`config.mk`:
```
export PLATFORM = sky130hd
export DESIGN_NAME = power_quality_irq_status
export DESIGN_NICKNAME = d
export VERILOG_FILES = /design/src/hdl/pq_irq_pkg.sv /design/src/hdl/power_quality_irq_status.sv
export SDC_FILE = /design/constraint.sdc
export NUM_CORES = 1
export LEC_CHECK = 0
export ABC_AREA = 1
export ABC_CLOCK_PERIOD_IN_PS = 5400
export BUFFER_PORTS_ARGS = -buffer_cell sky130_fd_sc_hd__buf_2
export CAP_MARGIN = 40
export CORE_ASPECT_RATIO = 1.5
export CORE_UTILIZATION = 40
export DETAILED_ROUTE_END_ITERATION = 16
export PLACE_DENSITY = 0.67
export RECOVER_POWER = 100
export SETUP_SLACK_MARGIN = 0.4
export SLEW_MARGIN = 25
export SYNTH_ARGS = -nofsm -noshare
export SYNTH_HDL_FRONTEND = slang
export SYNTH_SLANG_ARGS = --single-unit
```
`constraint.sdc`:
```
create_clock -name sys_clk -period 5.4 [get_ports sys_clk]
set_input_delay 0 -clock sys_clk [delete_from_list [all_inputs] [get_ports sys_clk]]
set_output_delay 0 -clock sys_clk [all_outputs]
set_load 0.005 [all_outputs]
```
`src/hdl/pq_irq_pkg.sv`:
```
// package: register map, field positions and event types for the power quality irq block
package pq_irq_pkg;

  // ----------------------------------------------------------------
  // register offsets
  // ----------------------------------------------------------------
  localparam logic [15:0] phase_event_source_addr      = 16'he600;
  localparam logic [15:0] phase_noload_flags_addr      = 16'he608;
  localparam logic [15:0] interrupt_enable_second_addr = 16'he610;
  localparam logic [15:0] main_event_flags_addr        = 16'he614;
  localparam logic [15:0] variant_config_addr          = 16'he618;

  // ----------------------------------------------------------------
  // enable / status bit positions (shared layout)
  // ----------------------------------------------------------------
  localparam int total_power_idle_bit     = 0;
  localparam int fundamental_idle_bit     = 1;
  localparam int apparent_idle_bit        = 2;
  localparam int phase_c_crossing_bit     = 14;
  localparam int reset_complete_bit       = 15;
  localparam int voltage_dip_bit          = 16;
  localparam int excess_current_bit       = 17;
  localparam int excess_voltage_bit       = 18;
  localparam int phase_order_error_bit    = 19;
  localparam int neutral_disagree_bit     = 20;
  localparam int current_peak_period_bit  = 23;
  localparam int voltage_peak_period_bit  = 24;

  // writable bits of the enable register; reserved 13:3, 22:21 and 31:25 stay zero
  localparam logic [31:0] enable_writable_mask = 32'h019f_c007;
  localparam logic [31:0] enable_reset_value   = 32'h0000_0000;

  // ----------------------------------------------------------------
  // phase event source field positions
  // ----------------------------------------------------------------
  localparam int excess_current_phase_lsb = 3;
  localparam int excess_voltage_phase_lsb = 9;
  localparam int voltage_dip_phase_lsb    = 12;

  // ----------------------------------------------------------------
  // no-load field positions
  // ----------------------------------------------------------------
  localparam int total_power_idle_lsb = 0;
  localparam int fundamental_idle_lsb = 3;
  localparam int apparent_idle_lsb    = 6;

  localparam logic [15:0] reg16_reset_value = 16'h0000;
  localparam logic [31:0] reg32_reset_value = 32'h0000_0000;

  // ----------------------------------------------------------------
  // grouped carriers
  // ----------------------------------------------------------------
  typedef struct packed {
    logic [2:0] current_crossing;  // per-phase current zero crossing strobes, c is bit 2
    logic [2:0] voltage_rise;      // rising voltage zero crossing strobes a,b,c
    logic [2:0] excess_current;    // per-phase overcurrent strobes
    logic [2:0] excess_voltage;    // per-phase overvoltage strobes
    logic [2:0] voltage_dip;       // per-phase sag strobes
    logic       reset_done;        // reset-complete strobe
    logic       current_peak_end;  // current peak period ended
    logic       voltage_peak_end;  // voltage peak period ended
  } event_in_t;

  typedef struct packed {
    logic [2:0] total_power;
    logic [2:0] fundamental;
    logic [2:0] apparent;
  } noload_in_t;

  typedef struct packed {
    logic [15:0] addr;
    logic [31:0] wdata;
    logic        wr;
    logic        rd;
  } bus_req_t;

  typedef enum logic [1:0] {
    seq_idle   = 2'b00,
    seq_wait_b = 2'b01
  } seq_state_t;

endpackage

```
`src/hdl/power_quality_irq_status.sv`:
```
// power quality interrupt enable, main status and per-phase status registers
// Operation
// - phase C current crossing interrupts when enabled
// - bit 15 writable, reset-complete always signalled
// - sag interrupt; phases logged in bits 14:12
// - overcurrent interrupt; phases logged in bits 5:3
// - overvoltage interrupt; phases logged in bits 11:9
// - A rise followed by C rise flags error
// - neutral mismatch above threshold interrupts; variant gated
// - current peak period end interrupts when enabled
// - voltage peak period end interrupts when enabled
// - reserved enable bits read zero, no function
// - reserved phase and no-load bits read zero
// - overcurrent phase bits 3..5 per phase
// - overvoltage phase bits 9..11 per phase
// - sag phase bits 12..14 per phase
// - no-load bits 0..2 from total power
// - bits 3..5 fundamental, zero without fundamental
// - no-load bits 6..8 from apparent power
`timescale 1ns/10ps
module power_quality_irq_status
  import pq_irq_pkg::*;
(
  // clock and reset
  input  wire logic        sys_clk,
  input  wire logic        srst,
  // register port
  input  wire bus_req_t    bus_req,
  output logic      [31:0] bus_rdata,
  // measurement events
  input  wire event_in_t   events,
  input  wire noload_in_t  noload,
  input  wire logic [23:0] summed_phase_current,
  input  wire logic [23:0] neutral_current_sample,
  input  wire logic        mismatch_sample_valid,
  // interrupt
  output logic             irq
);

  // ----------------------------------------------------------------
  // state
  // ----------------------------------------------------------------
  logic [31:0] interrupt_enable_second;
  logic [31:0] main_event_flags;
  logic [15:0] phase_event_source;
  logic [15:0] phase_noload_flags;
  logic [23:0] mismatch_threshold;
  logic        has_neutral;
  logic        has_fundamental;
  seq_state_t  seq_state;
  seq_state_t  next_seq_state;
  logic        seq_error;
  logic        mismatch_hit;
  logic [31:0] event_set;
  logic [31:0] read_clear;
  logic [2:0]  total_power_idle_phase;
  logic [2:0]  fundamental_idle_phase;
  logic [2:0]  apparent_idle_phase;

  function automatic logic [23:0] magnitude(input logic [23:0] v);
    magnitude = v[23] ? 24'(-v) : v;
  endfunction

  function automatic logic hit(input logic [15:0] a, input logic [15:0] b);
    hit = (a == b);
  endfunction

  // ----------------------------------------------------------------
  // writable registers
  // ----------------------------------------------------------------
  // bit 15 stores but steers nothing; reserved bits never stored
  always_ff @(posedge sys_clk) begin
    if (srst) begin
      interrupt_enable_second <= enable_reset_value;
    end else if (bus_req.wr && hit(bus_req.addr, interrupt_enable_second_addr)) begin
      interrupt_enable_second <= bus_req.wdata & enable_writable_mask;
    end
  end

  // threshold and variant straps are software settings
  always_ff @(posedge sys_clk) begin
    if (srst) begin
      mismatch_threshold <= 24'h00_0000;
      has_neutral        <= 1'b1;
      has_fundamental    <= 1'b1;
    end else if (bus_req.wr && hit(bus_req.addr, variant_config_addr)) begin
      mismatch_threshold <= bus_req.wdata[23:0];
      has_neutral        <= bus_req.wdata[24];
      has_fundamental    <= bus_req.wdata[25];
    end
  end

  // ----------------------------------------------------------------
  // phase order check
  // ----------------------------------------------------------------
  // after an A rise, the next rise seen must be B; a C rise first is an error
  always_comb begin
    next_seq_state = seq_state;
    seq_error      = 1'b0;
    case (seq_state)
      seq_idle: begin
        if (events.voltage_rise[0]) begin
          next_seq_state = seq_wait_b;
        end
      end
      seq_wait_b: begin
        if (events.voltage_rise[2] && !events.voltage_rise[1]) begin
          seq_error      = 1'b1;
          next_seq_state = events.voltage_rise[0] ? seq_wait_b : seq_idle;
        end else if (events.voltage_rise[1]) begin
          next_seq_state = events.voltage_rise[0] ? seq_wait_b : seq_idle;
        end
      end
      default: begin
        next_seq_state = seq_idle;
      end
    endcase
  end

  always_ff @(posedge sys_clk) begin
    if (srst) begin
      seq_state <= seq_idle;
    end else begin
      seq_state <= next_seq_state;
    end
  end

  // ----------------------------------------------------------------
  // neutral mismatch
  // ----------------------------------------------------------------
  logic [23:0] abs_sum;
  logic [23:0] abs_neutral;
  logic [23:0] diff_mag;
  always_comb begin
    abs_sum      = magnitude(summed_phase_current);
    abs_neutral  = magnitude(neutral_current_sample);
    diff_mag     = (abs_sum >= abs_neutral) ? abs_sum - abs_neutral : abs_neutral - abs_sum;
    mismatch_hit = mismatch_sample_valid && has_neutral && (diff_mag > mismatch_threshold);
  end

  // ----------------------------------------------------------------
  // main status flags
  // ----------------------------------------------------------------
  assign fundamental_idle_phase = has_fundamental ? noload.fundamental : 3'b000;
  assign total_power_idle_phase = noload.total_power;
  assign apparent_idle_phase    = noload.apparent;

  always_comb begin
    event_set = 32'h0000_0000;
    event_set[total_power_idle_bit]    = |(total_power_idle_phase & ~phase_noload_flags[2:0]);
    event_set[fundamental_idle_bit]    = |(fundamental_idle_phase & ~phase_noload_flags[5:3]);
    event_set[apparent_idle_bit]       = |(apparent_idle_phase & ~phase_noload_flags[8:6]);
    event_set[phase_c_crossing_bit]    = events.current_crossing[2];
    event_set[reset_complete_bit]      = events.reset_done;
    event_set[voltage_dip_bit]         = |events.voltage_dip;
    event_set[excess_current_bit]      = |events.excess_current;
    event_set[excess_voltage_bit]      = |events.excess_voltage;
    event_set[phase_order_error_bit]   = seq_error;
    event_set[neutral_disagree_bit]    = mismatch_hit;
    event_set[current_peak_period_bit] = events.current_peak_end;
    event_set[voltage_peak_period_bit] = events.voltage_peak_end;
  end

  assign read_clear = (bus_req.rd && hit(bus_req.addr, main_event_flags_addr)) ?
                      32'hffff_ffff : 32'h0000_0000;

  // set wins over the read clear
  always_ff @(posedge sys_clk) begin
    if (srst) begin
      main_event_flags <= reg32_reset_value;
    end else begin
      main_event_flags <= (main_event_flags & ~read_clear) | event_set;
    end
  end

  // ----------------------------------------------------------------
  // phase event source: sticky per phase, cleared on read
  // ----------------------------------------------------------------
  logic phase_read;
  assign phase_read = bus_req.rd && hit(bus_req.addr, phase_event_source_addr);

  always_ff @(posedge sys_clk) begin
    if (srst) begin
      phase_event_source <= reg16_reset_value;
    end else begin
      phase_event_source <= (phase_read ? 16'h0000 : phase_event_source)
        | {1'b0, events.voltage_dip, events.excess_voltage, 3'b000,
           events.excess_current, 3'b000};
    end
  end

  // ----------------------------------------------------------------
  // no-load: live per-phase state
  // ----------------------------------------------------------------
  always_ff @(posedge sys_clk) begin
    if (srst) begin
      phase_noload_flags <= reg16_reset_value;
    end else begin
      phase_noload_flags <= {7'h00, apparent_idle_phase, fundamental_idle_phase,
                             total_power_idle_phase};
    end
  end

  // ----------------------------------------------------------------
  // interrupt output
  // ----------------------------------------------------------------
  // reset-complete cannot be masked, so it bypasses the enable
  logic [31:0] live_enable;
  always_comb begin
    live_enable = interrupt_enable_second;
    live_enable[reset_complete_bit] = 1'b1;
    live_enable[neutral_disagree_bit] = interrupt_enable_second[neutral_disagree_bit] && has_neutral;
  end

  always_ff @(posedge sys_clk) begin
    if (srst) begin
      irq <= 1'b0;
    end else begin
      irq <= |(((main_event_flags & ~read_clear) | event_set) & live_enable);
    end
  end

  // ----------------------------------------------------------------
  // read port
  // ----------------------------------------------------------------
  always_ff @(posedge sys_clk) begin
    if (srst) begin
      bus_rdata <= reg32_reset_value;
    end else if (bus_req.rd) begin
      case (bus_req.addr)
        phase_event_source_addr:      bus_rdata <= {16'h0000, phase_event_source};
        phase_noload_flags_addr:      bus_rdata <= {16'h0000, phase_noload_flags};
        interrupt_enable_second_addr: bus_rdata <= interrupt_enable_second;
        main_event_flags_addr:        bus_rdata <= main_event_flags;
        variant_config_addr: begin
          bus_rdata <= {6'h00, has_fundamental, has_neutral, mismatch_threshold};
        end
        default:                      bus_rdata <= 32'h0000_0000;
      endcase
    end else begin
      bus_rdata <= 32'h0000_0000;
    end
  end

endmodule

```
; Word-level counts from Yosys, hierarchy flattened
; Index checks and enable logic that the tools add are counted.
[word_totals]
reg_bits = 137
latch_bits = 0
mem_bits_rw = 0
rom_bits = 0
elab_cells = 70
memories = 0
[op_classes]
add_sub_neg = 4
multipliers = 0
n_div = 0
n_lt_le_gt_ge = 2
n_eq_ne = 8
shifts = 0
n_mux = 14
bitwise = 12
n_reduce_logical = 19
[ops]
columns = operator, n
row1 = $pmux W32 S5, 1
row2 = $eq A16 B16 Y1 const B, 5
row3 = $mux W24, 3
row4 = $neg A24 Y24, 2
row5 = $sub A24 B24 Y24, 2
row6 = $and A32 B25 Y32, 1
row7 = $and A32 B32 Y32, 1
row8 = $mux W32, 1
row9 = $not A32 Y32, 1
row10 = $or A32 B25 Y32, 1
row11 = $reduce_or A32 Y1, 1
row12 = $ge A24 B24 Y1, 1
row13 = $gt A24 B24 Y1, 1
row14 = $reduce_or A3 Y1, 6
row15 = $mux W16, 1
row16 = $or A16 B15 Y16, 1
row17 = $and A3 B3 Y3, 3
row18 = $not A3 Y3, 3
row19 = $logic_and A1 B1 Y1, 8
row20 = $mux W2, 3
row21 = $pmux W2 S2, 1
row22 = $mux W1, 3
row23 = $mux W3, 1
row24 = $ne A3 B3 Y1 const B, 1
row25 = other kinds (7), 7

; Depth between registers and ports, before layout
[logic_depth]
ltp_word = 9
depth_mapped = 36

; Worst setup path after synthesis
; No wires, ideal clock.
[synth_timing]
kind = input to register
startpoint = in neutral_current_sample[0]
endpoint = reg irq
setup_ns = 0.059
t_arrival_ns = 3.699
required_time_ns = 5.341
slack_ns = 1.642
cell_stages = 35
n_path_buf = 1
path_cell_list = inv_1 -> ha_1 -> inv_1 -> nor3_1 -> inv_1 -> nor2_1 -> inv_1 -> nor3_1 -> xor2_1 -> nand2_1 -> o21ai_0 -> inv_1 -> ha_1 -> nand2_2 -> nor2_2 -> inv_2 -> nor2_2 -> nand2_1 -> and2_4 -> nand2_4 -> buf_4 -> nand2_1 -> nand2_1 -> inv_1 -> ha_1 -> nand2_1 -> nor2_1 -> nand2_1 -> nor3_1 -> nand2_1 -> nand3_1 -> nand2_1 -> nand2_1 -> nand3_1 -> nand2_1
[synth_between]
elab_chain_cells = 9
[synth_rtl]
columns = item, line_no
row1 = start: declaration, power_quality_irq_status.sv:34  ; input wire logic [23:0] neutral_current_sample,
row2 = $neg A24 Y24, power_quality_irq_status.sv:61  ; magnitude = v[23] ? 24'(-v) : v;
row3 = $mux W24 (*), power_quality_irq_status.sv:61
row4 = $sub A24 B24 Y24 / $ge A24 B24 Y1 (equally long branches), power_quality_irq_status.sv:137  ; diff_mag = (abs_sum >= abs_neutral) ? abs_sum - abs_neutral : abs_neutral - abs_sum;
row5 = $mux W24 (*), power_quality_irq_status.sv:137
row6 = $gt A24 B24 Y1 (*), power_quality_irq_status.sv:138  ; mismatch_hit = mismatch_sample_valid && has_neutral && (diff_mag > mismatch_threshold);
row7 = $logic_and A1 B1 Y1 (*), power_quality_irq_status.sv:138
row8 = $or A32 B25 Y32 (*), power_quality_irq_status.sv:219  ; irq <= |(((main_event_flags & ~read_clear) | event_set) & live_enable);
row9 = $and A32 B25 Y32 (*), power_quality_irq_status.sv:219
row10 = $reduce_or A32 Y1 (*), power_quality_irq_status.sv:219
row11 = end signal: assignment, power_quality_irq_status.sv:219
row12 = end: declaration, power_quality_irq_status.sv:37  ; output logic irq
; Mark *: on every way between the ends. The rest lies on a longest branch, timed or not.
; A chain may end at the register's enable or synchronous reset.

; Final worst setup path
; Ends and elaborated chain as after synthesis.

==> reports/metrics.json <==
{
  "critical_path_peak_fanout": 7,
  "count_of_flip_flops_with_a_built_in_enable_after_synthesis": 0,
  "antenna-diode-count": 0,
  "timing.critical_path.arrival_ns": 4.80,
  "netlist.area_leader.share_pct": 25.9,
  "timing.critical_path.slowest_stage_cell": "ha_1",
  "critical_path.endpoint_type": "register",
  "finClkSkew_ns": 0.0160,
  "finalSetupViolations": 0,
  "die-area_um2": 24200,
  "vdd.ir_drop.worst_mv": 0.166,
  "rsz0062_at_grt": "no",
  "synthSimpleGateAreaFrac_pct": 27.7,
  "syn-num-nets": 1696,
  "routabilityCongestion": 0.962,
  "die_h_um": 190,
  "clock_path_buffers": 3,
  "synth_seq_cells": 122,
  "synth_sequential_area_ratio_pct": 25.9,
  "timing.critical_path.from": "neutral_current_sample[0]",
  "grt-ovfl-total": 0,
  "cp_common_cell": "nand2_1",
  "ys_types": 47,
  "grt_pass1_wl_um": 48300,
  "number_of_antenna_violations_at_the_first_check_in_global_routing": 0,
  "timing.setup.critical_path_class": "in2reg",
  "most_frequent_cells_after_synthesis": "321 x nand2_1, 246 x inv_1, 192 x nor2_1",
  "power.static_leakage_nw": 5.60,
  "core_region_area_um2": 23100,
  "worst-r2r-cell-count": 10,
  "cp_data_required_time_ns": 5.78,
  "status": "finished, violations left",
  "post_synth_inst_count": 1493,
  "num_io_pins": 161,
  "synth_largest_area_cell": "dfxtp_1",
  "postSynth.asyncResetShare_pct": 0,
  "post_route_cells_drive_above_1_share_pct": 11.2,
  "via_count": 10100,
  "worst_slew_pin_slew_ns": 2.72,
  "cts_tree": "yes",
  "adder_cell_area_share_of_the_yosys_netlist_pct": 10.1,
  "synth-main-ff-cell": "dfxtp_1",
  "post_drt_wl_per_cell_um": 15.0,
  "first_global_vias": 9986,
  "dp_hpwl_um": 24300,
  "finalHoldWorstSlack_ns": 0.0285,
  "grt_util_all_layers_pct": 25.4,
  "worstHoldPathType": "in2reg",
  "drt_iter0_drc": 507,
  "crit_path_max_incr_delay_ns": 0.43,
  "vias_per_cell": 5.00,
  "final_antenna_net_count": 0,
  "cts_inserted_buffers": 25,
  "slew_viols_final": 100,
  "worst_slew_margin_relative_to_its_limit_pct": -81.0,
  "totalWireLength_um": 30300,
  "cell_with_the_most_instances_after_synthesis": "nand2_1",
  "timing.final.crit_share_pct": 81.9,
  "yosysWarningCount": 0,
  "timing.reg2reg.setup_slack_ns": 3.66,
  "power_density_nw_per_um2": 284,
  "post_cts_setup_buffer_count": 0,
  "finalNetCount": 1898,
  "rr_endpoint": "main_event_flags[20]$_SDFF_PP0_",
  "synth_area_um2": 9420,
  "cts.root.buffer_cell": "clkbuf_16",
  "grt_start_max_net_pins": 60,
  "average_instance_area_after_synthesis_um2": 6.31,
  "die_x_um": 127,
  "io_buffers": 152,
  "r2r_start": "mismatch_threshold[5]$_SDFFE_PP0P_",
  "clock_sinks": 122,
  "timing.critical_path.from_type": "input port",
  "timing.hold.worst.start": "bus_req[0]",
  "rows": 68,
  "main_combinational_cell_family_by_area_after_synthesis": "simple AND/OR/NAND/NOR gates",
  "layout_min_cycle_time_ns": 4.42,
  "finalSetupTns_ns": 0,
  "initial_utilization_pct": 40.8,
  "violations": "capacitance limit, slew limit",
  "cts_max_level": 4,
  "synth-xor-area-share_pct": 6.23,
  "hold_viol_final": 0,
  "post_synth_mux_area_share_pct": 0,
  "synth_compound_area_share_pct": 17.8,
  "drc": 0,
  "maxClockFrequency_mhz": 226,
  "clock_latency_ns": 0.46,
  "worst_setup_path_endpoint": "irq$_SDFF_PP0_",
  "cap_violations": 2,
  "synth.area.top_cells": "dfxtp_1 26%, nand2_1 13%, inv_1 9.8%",
  "path_clk_slew_ns": 0.05,
  "dr.pass1.iters": 5,
  "syn_to_final_growth_pct": 23.5
}
## sequential cells by signal (all words and copies together), names as in the netlist
register and cells:
bus_rdata 32, main_event_flags 32, mismatch_threshold 24, interrupt_enable_second 12, phase_event_source 9, phase_noload_flags 9, has_fundamental 1, has_neutral 1
irq 1, seq_state 1
## how the worst min path moves through the flow
stage	endpoint	slack [ns]	depth (start not counted)
floorplan	phase_noload_flags[6]$_SDFF_PP0_	0.11	2
global placement	seq_state[0]$_SDFFE_PP0P_	0.21	2
detailed placement	seq_state[0]$_SDFFE_PP0P_	0.22	2
CTS	main_event_flags[4]$_SDFF_PP0_	0.03	4
global route	main_event_flags[4]$_SDFF_PP0_	0.05	4
finish	main_event_flags[6]$_SDFF_PP0_	0.03	4
## critical path: cells and delay by family
family | cells | cell delay [ns]
AOI/OAI and AO/OA | 1 | 0.12
xor gates and xnor gates | 2 | 0.34
adders and majority gates | 3 | 0.91
and+or+nand+nor | 22 | 2.81
buffers and inverters | 7 | 0.62
## layer usage
layer	track usage (%)	vias to the layer above	part of all wire, %
met5	0	-	0
met4	15.8	0	6.0
met3	1.83	87	3.2
met2	50.2	314	53
met1	25.2	4494	38
li1	-	5171	-
## area by class of cell
| type | instances | area, µm² |
|---|---|---|
| Fill cell | 2388 | 11400 |
| Clock inverter | 3 | 17.5 |
| Timing Repair Buffer | 217 | 1370 |
| Clock buffer | 28 | 637 |
| Inverter | 250 | 941 |
| Sequential cell | 122 | 2440 |
| Multi-Input combinational cell | 1079 | 5830 |
| Tap cell | 315 | 394 |
## cells in the final DEF, fill, tap and decap left out, types with 2 or more instances in the layout
cell type        n
a22oi_1          5
clkbuf_1        27
nand3b_1         2
o21ai_0        101
o21bai_1         5
clkbuf_16       25
ha_1            73
or2_2            2
clkinv_2         2
dfxtp_1        122
buf_4            4
xnor2_1          5
inv_2            3
a21o_1           3
a21boi_0         2
buf_2          131
nand2_2          4
nand3_1         53
inv_1          246
nand4_1         14
nor3_1          27
buf_8            3
nor4_1           4
a211oi_1        12
nand2_1        321
nand3_2          3
fa_1             2
nor2_2           7
xor2_1          62
nor2_1         192
a21oi_1        137
o22ai_1          4
dlygate4sd3_1   55
a221oi_1        13
o31ai_1          4
o21ai_1          8
o21a_1           5
## power by group
group | leakage [nW] | total (mW) | switching, mW | internal (mW)
Sequential | 0.992 | 0.928 | 0.00892 | 0.919
Clock | 0.320 | 1.23 | 0.407 | 0.820
Combinational | 4.28 | 1.15 | 0.728 | 0.417
## metrics by stage
step	utilization (%)	setup slack (ns)	instances	area, µm²	power (mW)
after detailed placement	45.3	0.541	1926	10400	2.06
after global placement	45.2	0.642	1925	10400	2.04
after floorplan	-	1.64	1493	9420	1.73
final	50.4	0.978	2014	11600	3.30
after global routing	50.4	0.276	2014	11600	3.51
after CTS	50.5	0.982	2012	11600	3.31
## logic make-up (layout without fill, tap and decap cells)
group | count (synthesis) | after routing
and+or+nand+nor | 634 | 634
AOI/OAI and AO/OA | 303 | 303
buffers and inverters | 292 | 498
DFF | 122 | 122
adders and majority gates | 75 | 75
xor gates and xnor gates | 67 | 67
## timing repair
item / 4_1_cts / 5_1_grt
setup endpoints to repair: 0 / 1
resized for setup: 0 / 1
endpoints found under the hold margin: 68 / 0
hold buffers: 55 / 0
No activity file was read; power rests on OpenSTA's default activity.
